File: config.mk
export PLATFORM = sky130hd
export DESIGN_NAME = obdcs_core
export DESIGN_NICKNAME = d
export VERILOG_FILES = /design/src/hdl/obdcs_pkg.sv /design/src/hdl/obdcs_core.sv
export VERILOG_INCLUDE_DIRS = /design/src /design/src/hdl
export SDC_FILE = /design/constraint.sdc
export NUM_CORES = 1
export LEC_CHECK = 0
export BUFFER_PORTS_ARGS = -buffer_cell sky130_fd_sc_hd__buf_2
export CAP_MARGIN = 20
export CORE_UTILIZATION = 65
export DETAILED_ROUTE_END_ITERATION = 6
export PLACE_DENSITY = 0.9
export RECOVER_POWER = 50
export SETUP_SLACK_MARGIN = 0.3
export SYNTH_ARGS = -nofsm -noshare
export SYNTH_HDL_FRONTEND = slang
export SYNTH_SLANG_ARGS = --single-unit
File: constraint.sdc
create_clock -name clock -period 14.09 [get_ports clock]
set_clock_uncertainty 0.05 [all_clocks]
set_input_delay 2.1135 -clock clock [delete_from_list [all_inputs] [get_ports clock]]
set_output_delay 2.1135 -clock clock [all_outputs]
set_load 0.02 [all_outputs]
File: src/hdl/obdcs_regs.svh
`ifndef OBDCS_REGS_SVH
`define OBDCS_REGS_SVH

// ==================================================================
// Register offsets
`define OBDCS_OFS_CTRL      8'h00
`define OBDCS_OFS_RESP_TO   8'h04
`define OBDCS_OFS_ACT_TO    8'h08
`define OBDCS_OFS_ACT_CNT   8'h0c
`define OBDCS_OFS_RX_ADDR   8'h10
`define OBDCS_OFS_HEADER    8'h14
`define OBDCS_OFS_STATUS    8'h18
`define OBDCS_OFS_LIMITS    8'h1c

// ==================================================================
// Control field positions
`define OBDCS_B_LONG        0
`define OBDCS_B_ADAPT_LO    1
`define OBDCS_B_ADAPT_HI    2
`define OBDCS_B_AUTO_RX     3
`define OBDCS_B_CONFIRM     4
`define OBDCS_B_AUTOFMT     5
`define OBDCS_B_FLOW        6
`define OBDCS_B_SILENT      7
`define OBDCS_B_CAN_X5      8
`define OBDCS_B_HEAVY_X5    9
`define OBDCS_B_DLC_PRINT   10
`define OBDCS_B_VAR_DLC     11
`define OBDCS_B_J1939       12
`define OBDCS_B_SLEEP_OPT   13
`define OBDCS_B_MONITOR     14
`define OBDCS_CTRL_W        15

// ==================================================================
// Reset values
`define OBDCS_RST_CTRL      15'h00fa
`define OBDCS_RST_RESP_TO   8'h32
`define OBDCS_RST_ACT_TO    8'h00
`define OBDCS_RST_RX_ADDR   8'hf1
`define OBDCS_RST_HEADER    24'h686af1

// ==================================================================
// Timing
`define OBDCS_CLK_NS        25
`define OBDCS_AM_TICK_NS    655360000
`define OBDCS_TO_TICK_NS    4000000
`define OBDCS_J1939_TO      8'hc8
`define OBDCS_SLEEP_ALT_TO  8'hff
`define OBDCS_CMD_DEPTH     16
`define OBDCS_CHAR_CR       8'h0d

`endif

File: src/hdl/obdcs_pkg.sv
package obdcs_pkg;

   // ===============================================================
   // Types
   typedef struct packed {
      logic       send_confirm_on;
      logic       auto_formatting_on;
      logic       flow_reply_on;
      logic       silent_listen_on;
      logic       can_timer_times_five;
      logic       heavy_timer_times_five;
      logic       length_code_print;
      logic       variable_length;
      logic       j1939;
   } obdcs_can_opts_t;

   typedef struct packed {
      logic       valid;
      logic       is_can;
      logic       insert;
      logic [3:0] len;
   } obdcs_tx_req_t;

   typedef struct packed {
      logic       valid;
      logic       replay;
      logic       is_at;
      logic [4:0] len;
   } obdcs_cmd_t;

   typedef enum logic {
      OBDCS_IDLE,
      OBDCS_WAIT
   } obdcs_rsp_fsm_t;

endpackage

File: src/hdl/obdcs_core.sv
//
// Contract
// - Bare carriage return replays the most recent executed command.
// - Without long option, sent and received messages limited to seven bytes.
// - Long option allows eight-byte sends and unlimited receives.
// - CAN eight-byte sends allowed; inserted byte drops the eighth byte.
// - Activity counter clears on activity, else advances every 0.655 s.
// - Activity counter saturates at FF and holds 00 while monitoring.
// - Nonzero timeout hh raises alarm after (hh+1) x 0.65536 s idle.
// - Timeout 00 blocks every low power output of the monitor.
// - Sleep period chosen by sleep option bit or timeout value.
// - Vehicle response accepted only when destination equals receive address.
// - Auto mode derives receive address from header, recomputed on change.
// - Auto receive on after reset, not applied under J1939.
// - Adaptive timeout learns response times, never exceeds programmed value.
// - Adaptive modes: disabled, moderate default, aggressive.
// - J1939 ignores adaptive timing, uses fixed timeout.
// - Reset: confirmation, auto format, flow replies, silent monitor all on.
// - CAN and J1939 timer multipliers select 1 or 5, default 1.
// - Reset: length code printing and variable length code off.
// - Programmed timeout equals hh times 4 ms, bounding adaptive choice.
// - AT commands collected and executed only on terminating return.
`timescale 1ns/100ps
`default_nettype none
`include "obdcs_regs.svh"

module obdcs_core
   import obdcs_pkg::*;
#(
   parameter int AM_TICK_CYC = `OBDCS_AM_TICK_NS / `OBDCS_CLK_NS,
   parameter int TO_TICK_CYC = `OBDCS_TO_TICK_NS / `OBDCS_CLK_NS
) (
   // Clock and reset
   input  wire logic            clock,
   input  wire logic            rst_n,
   // Register port
   input  wire logic [7:0]      addr,
   input  wire logic [31:0]     wdata,
   input  wire logic            wr,
   input  wire logic            rd,
   output logic      [31:0]     rdata,
   // Host characters from the serial receiver
   input  wire logic            rx_char_valid,
   input  wire logic [7:0]      rx_char,
   input  wire logic [3:0]      cmd_rd_idx,
   output obdcs_cmd_t           cmd,
   output logic      [7:0]      cmd_rd_char,
   // Vehicle side
   input  wire logic            bus_activity,
   input  wire logic            msg_valid,
   input  wire logic [7:0]      msg_dest,
   input  wire logic            msg_byte_valid,
   input  wire logic [7:0]      msg_byte_idx,
   input  wire obdcs_tx_req_t   tx_req,
   input  wire logic            req_sent,
   input  wire logic            resp_seen,
   output logic                 msg_accept,
   output logic                 byte_keep,
   output logic      [3:0]      tx_send_len,
   output logic                 tx_refuse,
   output logic                 resp_timeout,
   output logic                 act_alarm,
   output obdcs_can_opts_t      can_opts
);

   // ===============================================================
   // Helpers
   function automatic logic [7:0] min8(input logic [7:0] a,
                                       input logic [7:0] b);
      min8 = (a < b) ? a : b;
   endfunction

   function automatic logic is_letter(input logic [7:0] c,
                                      input logic [7:0] up);
      is_letter = (c == up) || (c == (up | 8'h20));
   endfunction

   // ===============================================================
   // Registers
   logic [`OBDCS_CTRL_W-1:0] ctrl_q;
   logic [7:0]               resp_to_q;
   logic [7:0]               act_to_q;
   logic [7:0]               user_addr_q;
   logic                     user_set_q;
   logic [23:0]              header_q;
   logic [7:0]               act_cnt_q;
   logic                     act_over_q;
   logic [7:0]               rx_addr_q;
   logic [7:0]               learned_q;
   logic [7:0]               eff_to;
   logic                     long_on;
   logic                     j1939_on;
   logic                     monitoring;
   logic [1:0]               adapt_mode;

   assign long_on    = ctrl_q[`OBDCS_B_LONG];
   assign j1939_on   = ctrl_q[`OBDCS_B_J1939];
   assign monitoring = ctrl_q[`OBDCS_B_MONITOR];
   assign adapt_mode = ctrl_q[`OBDCS_B_ADAPT_HI:`OBDCS_B_ADAPT_LO];

   // Control and settings writes
   always_ff @(posedge clock) begin
      if (!rst_n) begin
         ctrl_q    <= `OBDCS_RST_CTRL;
         resp_to_q <= `OBDCS_RST_RESP_TO;
         act_to_q  <= `OBDCS_RST_ACT_TO;
         header_q  <= `OBDCS_RST_HEADER;
      end else if (wr) begin
         if (addr == `OBDCS_OFS_CTRL)
            ctrl_q <= wdata[`OBDCS_CTRL_W-1:0];
         if (addr == `OBDCS_OFS_RESP_TO)
            resp_to_q <= wdata[7:0];
         if (addr == `OBDCS_OFS_ACT_TO)
            act_to_q <= wdata[7:0];
         if (addr == `OBDCS_OFS_HEADER)
            header_q <= wdata[23:0];
      end
   end

   // User receive address
   always_ff @(posedge clock) begin
      if (!rst_n) begin
         user_addr_q <= `OBDCS_RST_RX_ADDR;
         user_set_q  <= 1'b0;
      end else if (wr && addr == `OBDCS_OFS_RX_ADDR) begin
         user_addr_q <= wdata[7:0];
         user_set_q  <= wdata[8];
      end
   end

   assign can_opts = '{
      send_confirm_on:        ctrl_q[`OBDCS_B_CONFIRM],
      auto_formatting_on:     ctrl_q[`OBDCS_B_AUTOFMT],
      flow_reply_on:          ctrl_q[`OBDCS_B_FLOW],
      silent_listen_on:       ctrl_q[`OBDCS_B_SILENT],
      can_timer_times_five:   ctrl_q[`OBDCS_B_CAN_X5],
      heavy_timer_times_five: ctrl_q[`OBDCS_B_HEAVY_X5],
      length_code_print:      ctrl_q[`OBDCS_B_DLC_PRINT],
      variable_length:        ctrl_q[`OBDCS_B_VAR_DLC],
      j1939:                  j1939_on};

   // Read data, one cycle after the strobe
   always_ff @(posedge clock) begin
      if (!rst_n) begin
         rdata <= 32'h0000_0000;
      end else if (rd) begin
         unique case (addr)
            `OBDCS_OFS_CTRL:    rdata <= {17'h0, ctrl_q};
            `OBDCS_OFS_RESP_TO: rdata <= {24'h0, resp_to_q};
            `OBDCS_OFS_ACT_TO:  rdata <= {24'h0, act_to_q};
            `OBDCS_OFS_ACT_CNT: rdata <= {24'h0, act_cnt_q};
            `OBDCS_OFS_RX_ADDR: rdata <= {23'h0, user_set_q, rx_addr_q};
            `OBDCS_OFS_HEADER:  rdata <= {8'h0, header_q};
            `OBDCS_OFS_STATUS:  rdata <= {16'h0, eff_to, 7'h0, act_alarm};
            `OBDCS_OFS_LIMITS:  rdata <= {31'h0, long_on};
            default:            rdata <= 32'h0000_0000;
         endcase
      end else begin
         rdata <= 32'h0000_0000;
      end
   end

   // ===============================================================
   // Command collection
   logic [7:0] buf_q [`OBDCS_CMD_DEPTH];
   logic [7:0] last_q [`OBDCS_CMD_DEPTH];
   logic [4:0] fill_q;
   logic [4:0] last_len_q;
   logic       is_cr;

   assign is_cr = rx_char_valid && rx_char == `OBDCS_CHAR_CR;

   // Gather characters until the return arrives
   always_ff @(posedge clock) begin
      if (!rst_n) begin
         fill_q <= 5'h00;
      end else if (is_cr) begin
         fill_q <= 5'h00;
      end else if (rx_char_valid && rx_char >= 8'h20
                   && fill_q < 5'(`OBDCS_CMD_DEPTH)) begin
         buf_q[fill_q[3:0]] <= rx_char;
         fill_q             <= fill_q + 5'h01;
      end
   end

   // Keep the last executed command for replay
   always_ff @(posedge clock) begin
      if (!rst_n) begin
         last_len_q <= 5'h00;
      end else if (is_cr && fill_q != 5'h00) begin
         last_q     <= buf_q;
         last_len_q <= fill_q;
      end
   end

   // Execute pulse, replay on a bare return
   always_ff @(posedge clock) begin
      if (!rst_n) begin
         cmd <= '0;
      end else if (is_cr) begin
         cmd.valid  <= (fill_q != 5'h00) || (last_len_q != 5'h00);
         cmd.replay <= (fill_q == 5'h00);
         cmd.len    <= (fill_q == 5'h00) ? last_len_q : fill_q;
         cmd.is_at  <= (fill_q == 5'h00) ?
            (last_len_q > 5'h01 && is_letter(last_q[0], 8'h41)
             && is_letter(last_q[1], 8'h54)) :
            (fill_q > 5'h01 && is_letter(buf_q[0], 8'h41)
             && is_letter(buf_q[1], 8'h54));
      end else begin
         cmd.valid <= 1'b0;
      end
   end

   // Character of the executed command, from the replay copy
   always_ff @(posedge clock) begin
      if (!rst_n)
         cmd_rd_char <= 8'h00;
      else
         cmd_rd_char <= last_q[cmd_rd_idx];
   end

   // ===============================================================
   // Message length limits
   always_ff @(posedge clock) begin
      if (!rst_n) begin
         tx_send_len <= 4'h0;
         tx_refuse   <= 1'b0;
         byte_keep   <= 1'b0;
      end else begin
         if (tx_req.valid) begin
            if (tx_req.is_can && tx_req.len <= 4'h8) begin
               tx_refuse   <= 1'b0;
               tx_send_len <= (tx_req.insert && tx_req.len == 4'h8) ?
                              4'h7 : tx_req.len;
            end else if (tx_req.len <= (long_on ? 4'h8 : 4'h7)) begin
               tx_refuse   <= 1'b0;
               tx_send_len <= tx_req.len;
            end else begin
               tx_refuse   <= 1'b1;
               tx_send_len <= 4'h0;
            end
         end
         byte_keep <= msg_byte_valid
                      && (long_on || msg_byte_idx < 8'h07);
      end
   end

   // ===============================================================
   // Receive address selection and filter
   always_ff @(posedge clock) begin
      if (!rst_n)
         rx_addr_q <= `OBDCS_RST_RX_ADDR;
      else if (!ctrl_q[`OBDCS_B_AUTO_RX] || j1939_on || user_set_q)
         rx_addr_q <= user_addr_q;
      else if (header_q[18])
         rx_addr_q <= header_q[7:0];
      else
         rx_addr_q <= header_q[15:8] + 8'h01;
   end

   always_ff @(posedge clock) begin
      if (!rst_n)
         msg_accept <= 1'b0;
      else
         msg_accept <= msg_valid && msg_dest == rx_addr_q;
   end

   // ===============================================================
   // Activity monitor
   logic        act_s1_q;
   logic        act_s2_q;
   logic        act_s3_q;
   logic [31:0] am_div_q;
   logic        am_tick;
   logic        activity;
   logic [8:0]  act_lvl;
   logic [7:0]  sleep_to;

   // Pin synchroniser and edge detect
   always_ff @(posedge clock) begin
      if (!rst_n) begin
         act_s1_q <= 1'b0;
         act_s2_q <= 1'b0;
         act_s3_q <= 1'b0;
      end else begin
         act_s1_q <= bus_activity;
         act_s2_q <= act_s1_q;
         act_s3_q <= act_s2_q;
      end
   end
   assign activity = act_s2_q ^ act_s3_q;

   // Tick divider, restarted by activity
   always_ff @(posedge clock) begin
      if (!rst_n || activity || am_tick)
         am_div_q <= 32'h0;
      else
         am_div_q <= am_div_q + 32'h1;
   end
   assign am_tick = am_div_q == 32'(AM_TICK_CYC - 1);

   // Saturating activity counter
   always_ff @(posedge clock) begin
      if (!rst_n || activity || monitoring) begin
         act_cnt_q  <= 8'h00;
         act_over_q <= 1'b0;
      end else if (am_tick) begin
         if (act_cnt_q == 8'hff)
            act_over_q <= 1'b1;
         else
            act_cnt_q <= act_cnt_q + 8'h01;
      end
   end

   assign act_lvl  = {act_over_q, act_cnt_q};
   assign sleep_to = ctrl_q[`OBDCS_B_SLEEP_OPT] ?
                     `OBDCS_SLEEP_ALT_TO : act_to_q;

   always_ff @(posedge clock) begin
      if (!rst_n)
         act_alarm <= 1'b0;
      else
         act_alarm <= act_to_q != 8'h00
                      && act_lvl > {1'b0, sleep_to};
   end

   // ===============================================================
   // Response timeout and adaptive timing
   obdcs_rsp_fsm_t fsm_q;
   logic [31:0]    to_div_q;
   logic           to_tick;
   logic [7:0]     wait_q;
   logic [7:0]     margin;

   assign to_tick = to_div_q == 32'(TO_TICK_CYC - 1);

   always_comb begin
      margin = (adapt_mode == 2'd2) ? (learned_q >> 2) + 8'h01
                                    : (learned_q >> 1) + 8'h02;
      if (j1939_on)
         eff_to = `OBDCS_J1939_TO;
      else if (adapt_mode == 2'd0)
         eff_to = resp_to_q;
      else
         eff_to = min8(resp_to_q,
                       (learned_q > 8'hff - margin) ? 8'hff
                       : learned_q + margin);
   end

   // Wait state
   always_ff @(posedge clock) begin
      if (!rst_n)
         fsm_q <= OBDCS_IDLE;
      else
         unique case (fsm_q)
            OBDCS_IDLE: if (req_sent) fsm_q <= OBDCS_WAIT;
            OBDCS_WAIT: if (resp_seen || resp_timeout
                            || wait_q >= eff_to) fsm_q <= OBDCS_IDLE;
         endcase
   end

   // 4 ms units since the request
   always_ff @(posedge clock) begin
      if (!rst_n || fsm_q == OBDCS_IDLE || to_tick)
         to_div_q <= 32'h0;
      else
         to_div_q <= to_div_q + 32'h1;
   end

   always_ff @(posedge clock) begin
      if (!rst_n || fsm_q == OBDCS_IDLE)
         wait_q <= 8'h00;
      else if (to_tick && wait_q != 8'hff)
         wait_q <= wait_q + 8'h01;
   end

   // Timeout pulse after eff_to x 4 ms
   always_ff @(posedge clock) begin
      if (!rst_n)
         resp_timeout <= 1'b0;
      else
         resp_timeout <= fsm_q == OBDCS_WAIT && !resp_seen
                         && !resp_timeout && wait_q >= eff_to;
   end

   // Learn from measured replies
   always_ff @(posedge clock) begin
      if (!rst_n)
         learned_q <= 8'h00;
      else if (fsm_q == OBDCS_WAIT && resp_seen)
         learned_q <= (wait_q > learned_q) ? wait_q
                      : learned_q - ((learned_q - wait_q) >> 2);
   end

   // ===============================================================
   // Checks
   chk_adapt_bound: assert property (@(posedge clock) disable iff (!rst_n)
      !j1939_on |-> eff_to <= resp_to_q)
      else $error("adaptive timeout above programmed value");
   chk_j1939_fixed: assert property (@(posedge clock) disable iff (!rst_n)
      j1939_on |-> eff_to == `OBDCS_J1939_TO)
      else $error("j1939 timeout not fixed");
   chk_am_zero_block: assert property (@(posedge clock) disable iff (!rst_n)
      $past(act_to_q) == 8'h00 |-> !act_alarm)
      else $error("alarm with zero timeout");
   chk_monitor_hold: assert property (@(posedge clock) disable iff (!rst_n)
      monitoring [*2] |-> act_cnt_q == 8'h00)
      else $error("activity count moved while monitoring");
   chk_act_clear: assert property (@(posedge clock) disable iff (!rst_n)
      activity |=> act_cnt_q == 8'h00)
      else $error("activity did not clear counter");
   chk_act_step: assert property (@(posedge clock) disable iff (!rst_n)
      !activity && !monitoring && !$past(monitoring) && !am_tick
      |=> $stable(act_cnt_q))
      else $error("activity count moved without tick");
   chk_addr_filter: assert property (@(posedge clock) disable iff (!rst_n)
      msg_accept |-> $past(msg_valid) && $past(msg_dest) == $past(rx_addr_q))
      else $error("accept without address match");
   chk_short_keep: assert property (@(posedge clock) disable iff (!rst_n)
      msg_byte_valid && !long_on && msg_byte_idx >= 8'h07 |=> !byte_keep)
      else $error("byte kept beyond seven");
   chk_can_insert: assert property (@(posedge clock) disable iff (!rst_n)
      tx_req.valid && tx_req.is_can && tx_req.insert && tx_req.len == 4'h8
      |=> tx_send_len == 4'h7 && !tx_refuse)
      else $error("inserted byte not dropping data");
   chk_replay_cmd: assert property (@(posedge clock) disable iff (!rst_n)
      is_cr && fill_q == 5'h00 && last_len_q != 5'h00
      |=> cmd.valid && cmd.replay && cmd.len == $past(last_len_q))
      else $error("bare return did not replay");
   chk_cmd_on_cr: assert property (@(posedge clock) disable iff (!rst_n)
      cmd.valid |-> $past(is_cr))
      else $error("command ran without return");
   cov_replay: cover property (@(posedge clock) disable iff (!rst_n)
      cmd.valid && cmd.replay);
   cov_alarm: cover property (@(posedge clock) disable iff (!rst_n)
      $rose(act_alarm));
   cov_timeout: cover property (@(posedge clock) disable iff (!rst_n)
      resp_timeout);
   cov_accept: cover property (@(posedge clock) disable iff (!rst_n)
      msg_accept);

endmodule // obdcs_core

`default_nettype wire

==> metrics <==
post-synth cell types=73; Hold Path Class=register to register; DRC errors left=0; critical path required time=between 10 and 15 ns; vias in the first global route=approximately 14000; 1st-iter DRT viols=2001; Final nets=just under 2000; CP Class=input port to register; top layer in use=met5; GRT Overall Usage=0.315; Cell Pwr Density=roughly 130 nW/µm²; H-tree depth=2; Avg Inst Size Synth=roughly 12 µm²; Max Fclk=~140 MHz; hold_ws=approximately 0.36 ns; met1 wire length=around 18 mm; sequential fraction of the synthesis area=0.603; RSZ-0062 raised after global routing=no; Root Buffer Master=clkbuf_16; Die X=178 µm; CP Capture Type=register; num ports=151; crit start category=input port; slew margin rel.=-1.24; Hold Buf Count CTS=0; GP Congestion=between 0.9 and 1; YS warnings=0; worst-case clock buffer depth=3; FF+latch count, synth=between 400 and 500; post-DR vias/cell=~6.3; share of the synthesized area in the top cell type=0.381; EDFF count, synth=256; async set-reset flop share out of synthesis=0; largest net degree at the start of global routing=86; CTS Sinks=480; Final min period=~7.2 ns; remaining antenna violation count=0; WP data arrival=approximately 7.6 ns; grt total ovfl=0; HPWL Detailed=30.7 mm; Mapped Cells=1726; postcts setup bufs=0; Die Area=31800 µm²; maxcap violations=3; core area=30600 µm²; DR pass1 iterations=6; clock-pin slew on the worst setup and hold paths=approximately 0.06 ns; Max Slew Vio Count=158; Starting Density=0.660; CTS Buf Count=47; worst skew pair latency=roughly 0.57 ns; Met2 Routed Length=between 20 and 25 mm; PortBufs=roughly 130; met3 WL=approximately 4.6 mm; post_cts resized=0; post-synthesis instance area=between 20000 and 25000 µm²; Final Setup Violations=0; Final Cycle Share=0.512; setup TNS=0 ns; CTS tree=yes; Synth Flop Type=edfxtp_1; violated checks=max-capacitance violations, max-slew violations; Tightest Pin Transition=~3.4 ns; Yosys top cell by area=edfxtp_1; Avg WL per Cell=22.1 µm; die height=between 150 and 200 µm; first-pass GRT wire length=between 70 and 80 mm; Max VDD drop=about 0.00011 V; run status=finished with violations; final wirelength=about 50 mm; Leak Pwr=between 0.007 and 0.008 µW; DR vias=14377; synth top area cells=edfxtp_1 (38%), dfxtp_1 (22%), mux4_2 (4.9%); crit-path max FO=approximately 70; Syn-to-layout area delta=11.0%; FP Rows=64; share of layout cells above drive strength 1=0.117; hold violation count in the final report=0; antenna violations before repair=2
-- sequential cells by signal, indices dropped and copies added (netlist names), 4 cells and up --
name	flops
cmd_rd_char	8
user_addr_q	8
cmd	8
rx_addr_q	8
ctrl_q	15
act_cnt_q	8
to_div_q	32
buf_q	128
last_q	128
act_to_q	8
tx_send_len	4
am_div_q	32
wait_q	8
fill_q	5
header_q	24
resp_to_q	8
last_len_q	5
rdata	24
learned_q	8
-- logic make-up (layout without fill, tap and decap cells) --
logic type	Yosys count	count (layout)	share of synthesized area
and+or+nand+nor	634	634	0.150
DFF	480	480	0.603
AOI/OAI and AO/OA	255	255	0.0777
buffers and inverters	134	271	0.0288
xor gates and xnor gates	99	99	0.0430
muxes	62	62	0.0585
adders and majority gates	61	61	0.0386
other	1	10	0.000186
-- path summary, 6_finish.rpt --
path	cells after the start	startpoint	to	slack [ns]
worst max-delay path	4	rst_n	act_alarm	6.87
worst min-delay path	0	buf_q[111]	last_q[111]	0.36
worst max register to register	26	learned_q[2]	fsm_q	7.47
worst min register to register	0	buf_q[111]	last_q[111]	0.36
-- Yosys cell counts (4+ instances only) --
| cell type | count |
|---|---|
| a21o_1 | 10 |
| a21oi_1 | 111 |
| a22o_1 | 4 |
| a22oi_1 | 15 |
| a31oi_1 | 6 |
| a32oi_1 | 5 |
| and2_1 | 19 |
| and3_1 | 29 |
| buf_1 | 4 |
| buf_2 | 9 |
| buf_4 | 18 |
| clkbuf_1 | 64 |
| dfxtp_1 | 224 |
| edfxtp_1 | 256 |
| ha_1 | 59 |
| inv_1 | 39 |
| mux2_2 | 8 |
| mux2i_1 | 10 |
| mux4_2 | 44 |
| nand2_1 | 197 |
| nand2b_1 | 16 |
| nand3_1 | 73 |
| nand4_1 | 28 |
| nor2_1 | 170 |
| nor2b_1 | 12 |
| nor3_1 | 23 |
| nor4_1 | 13 |
| nor4b_1 | 5 |
| o211ai_1 | 16 |
| o21a_1 | 8 |
| o21ai_0 | 42 |
| o22ai_1 | 13 |
| or2_2 | 10 |
| or3_1 | 10 |
| or4_1 | 6 |
| xnor2_1 | 53 |
| xor2_1 | 46 |
-- worst max-delay path, stage by stage --
cell and delay [ns]:
clkbuf_1 0.12, clkbuf_1 2.40, inv_1 2.24, a221oi_1 0.67
-- metal layers --
layer  up-vias  track usage
met5         -      0.00321
met1      6839        0.384
li1       6439            -
met3       230       0.0622
met4         2        0.159
met2       867        0.535
-- placed cells by master (no fill, tap or decap), types with 11 or more instances in the layout --
| cell type | count |
|---|---|
| mux4_2 | 44 |
| clkinv_1 | 11 |
| o22ai_1 | 13 |
| buf_2 | 71 |
| xor2_1 | 46 |
| nand2_1 | 197 |
| xnor2_1 | 53 |
| edfxtp_1 | 256 |
| clkbuf_1 | 79 |
| clkbuf_16 | 48 |
| inv_1 | 39 |
| a22oi_1 | 15 |
| dfxtp_1 | 224 |
| nand4_1 | 28 |
| and3_1 | 29 |
| o21ai_0 | 42 |
| nor2_1 | 169 |
| ha_1 | 59 |
| o211ai_1 | 16 |
| nand2b_1 | 16 |
| nor3_1 | 22 |
| nor2b_1 | 12 |
| and2_1 | 19 |
| nor4_1 | 13 |
| a21oi_1 | 111 |
| nand3_1 | 73 |
-- power by group --
group          switching, µW  internal [µW]  total, µW
combinational            197            136        333
sequential              15.6           1480       1490
clock                    544            646       1190
total                    757           2260       3020
-- area by class of cell --
class	instances	area, µm²
sequential	480	12200
fill	1932	8190
multi-input combinational	1119	7470
clock buffer	62	1280
timing repair buffer	145	669
tap	396	495
clock inverter	25	155
inverter	39	146
antenna	2	5.00
-- per-stage QoR --
step	std cells	setup slack, ns	utilization	area (µm²)	total power [µW]
after floorplan	1733	4.90	-	20200	1750
after global placement	2173	8.10	0.686	21000	1820
after detailed placement	2173	7.85	0.686	21000	1830
after CTS	2260	7.64	0.733	22400	3010
after global routing	2267	6.65	0.732	22400	3090
final	2268	6.87	0.732	22400	3020
Note: power is estimated with default switching activity, not from simulation.
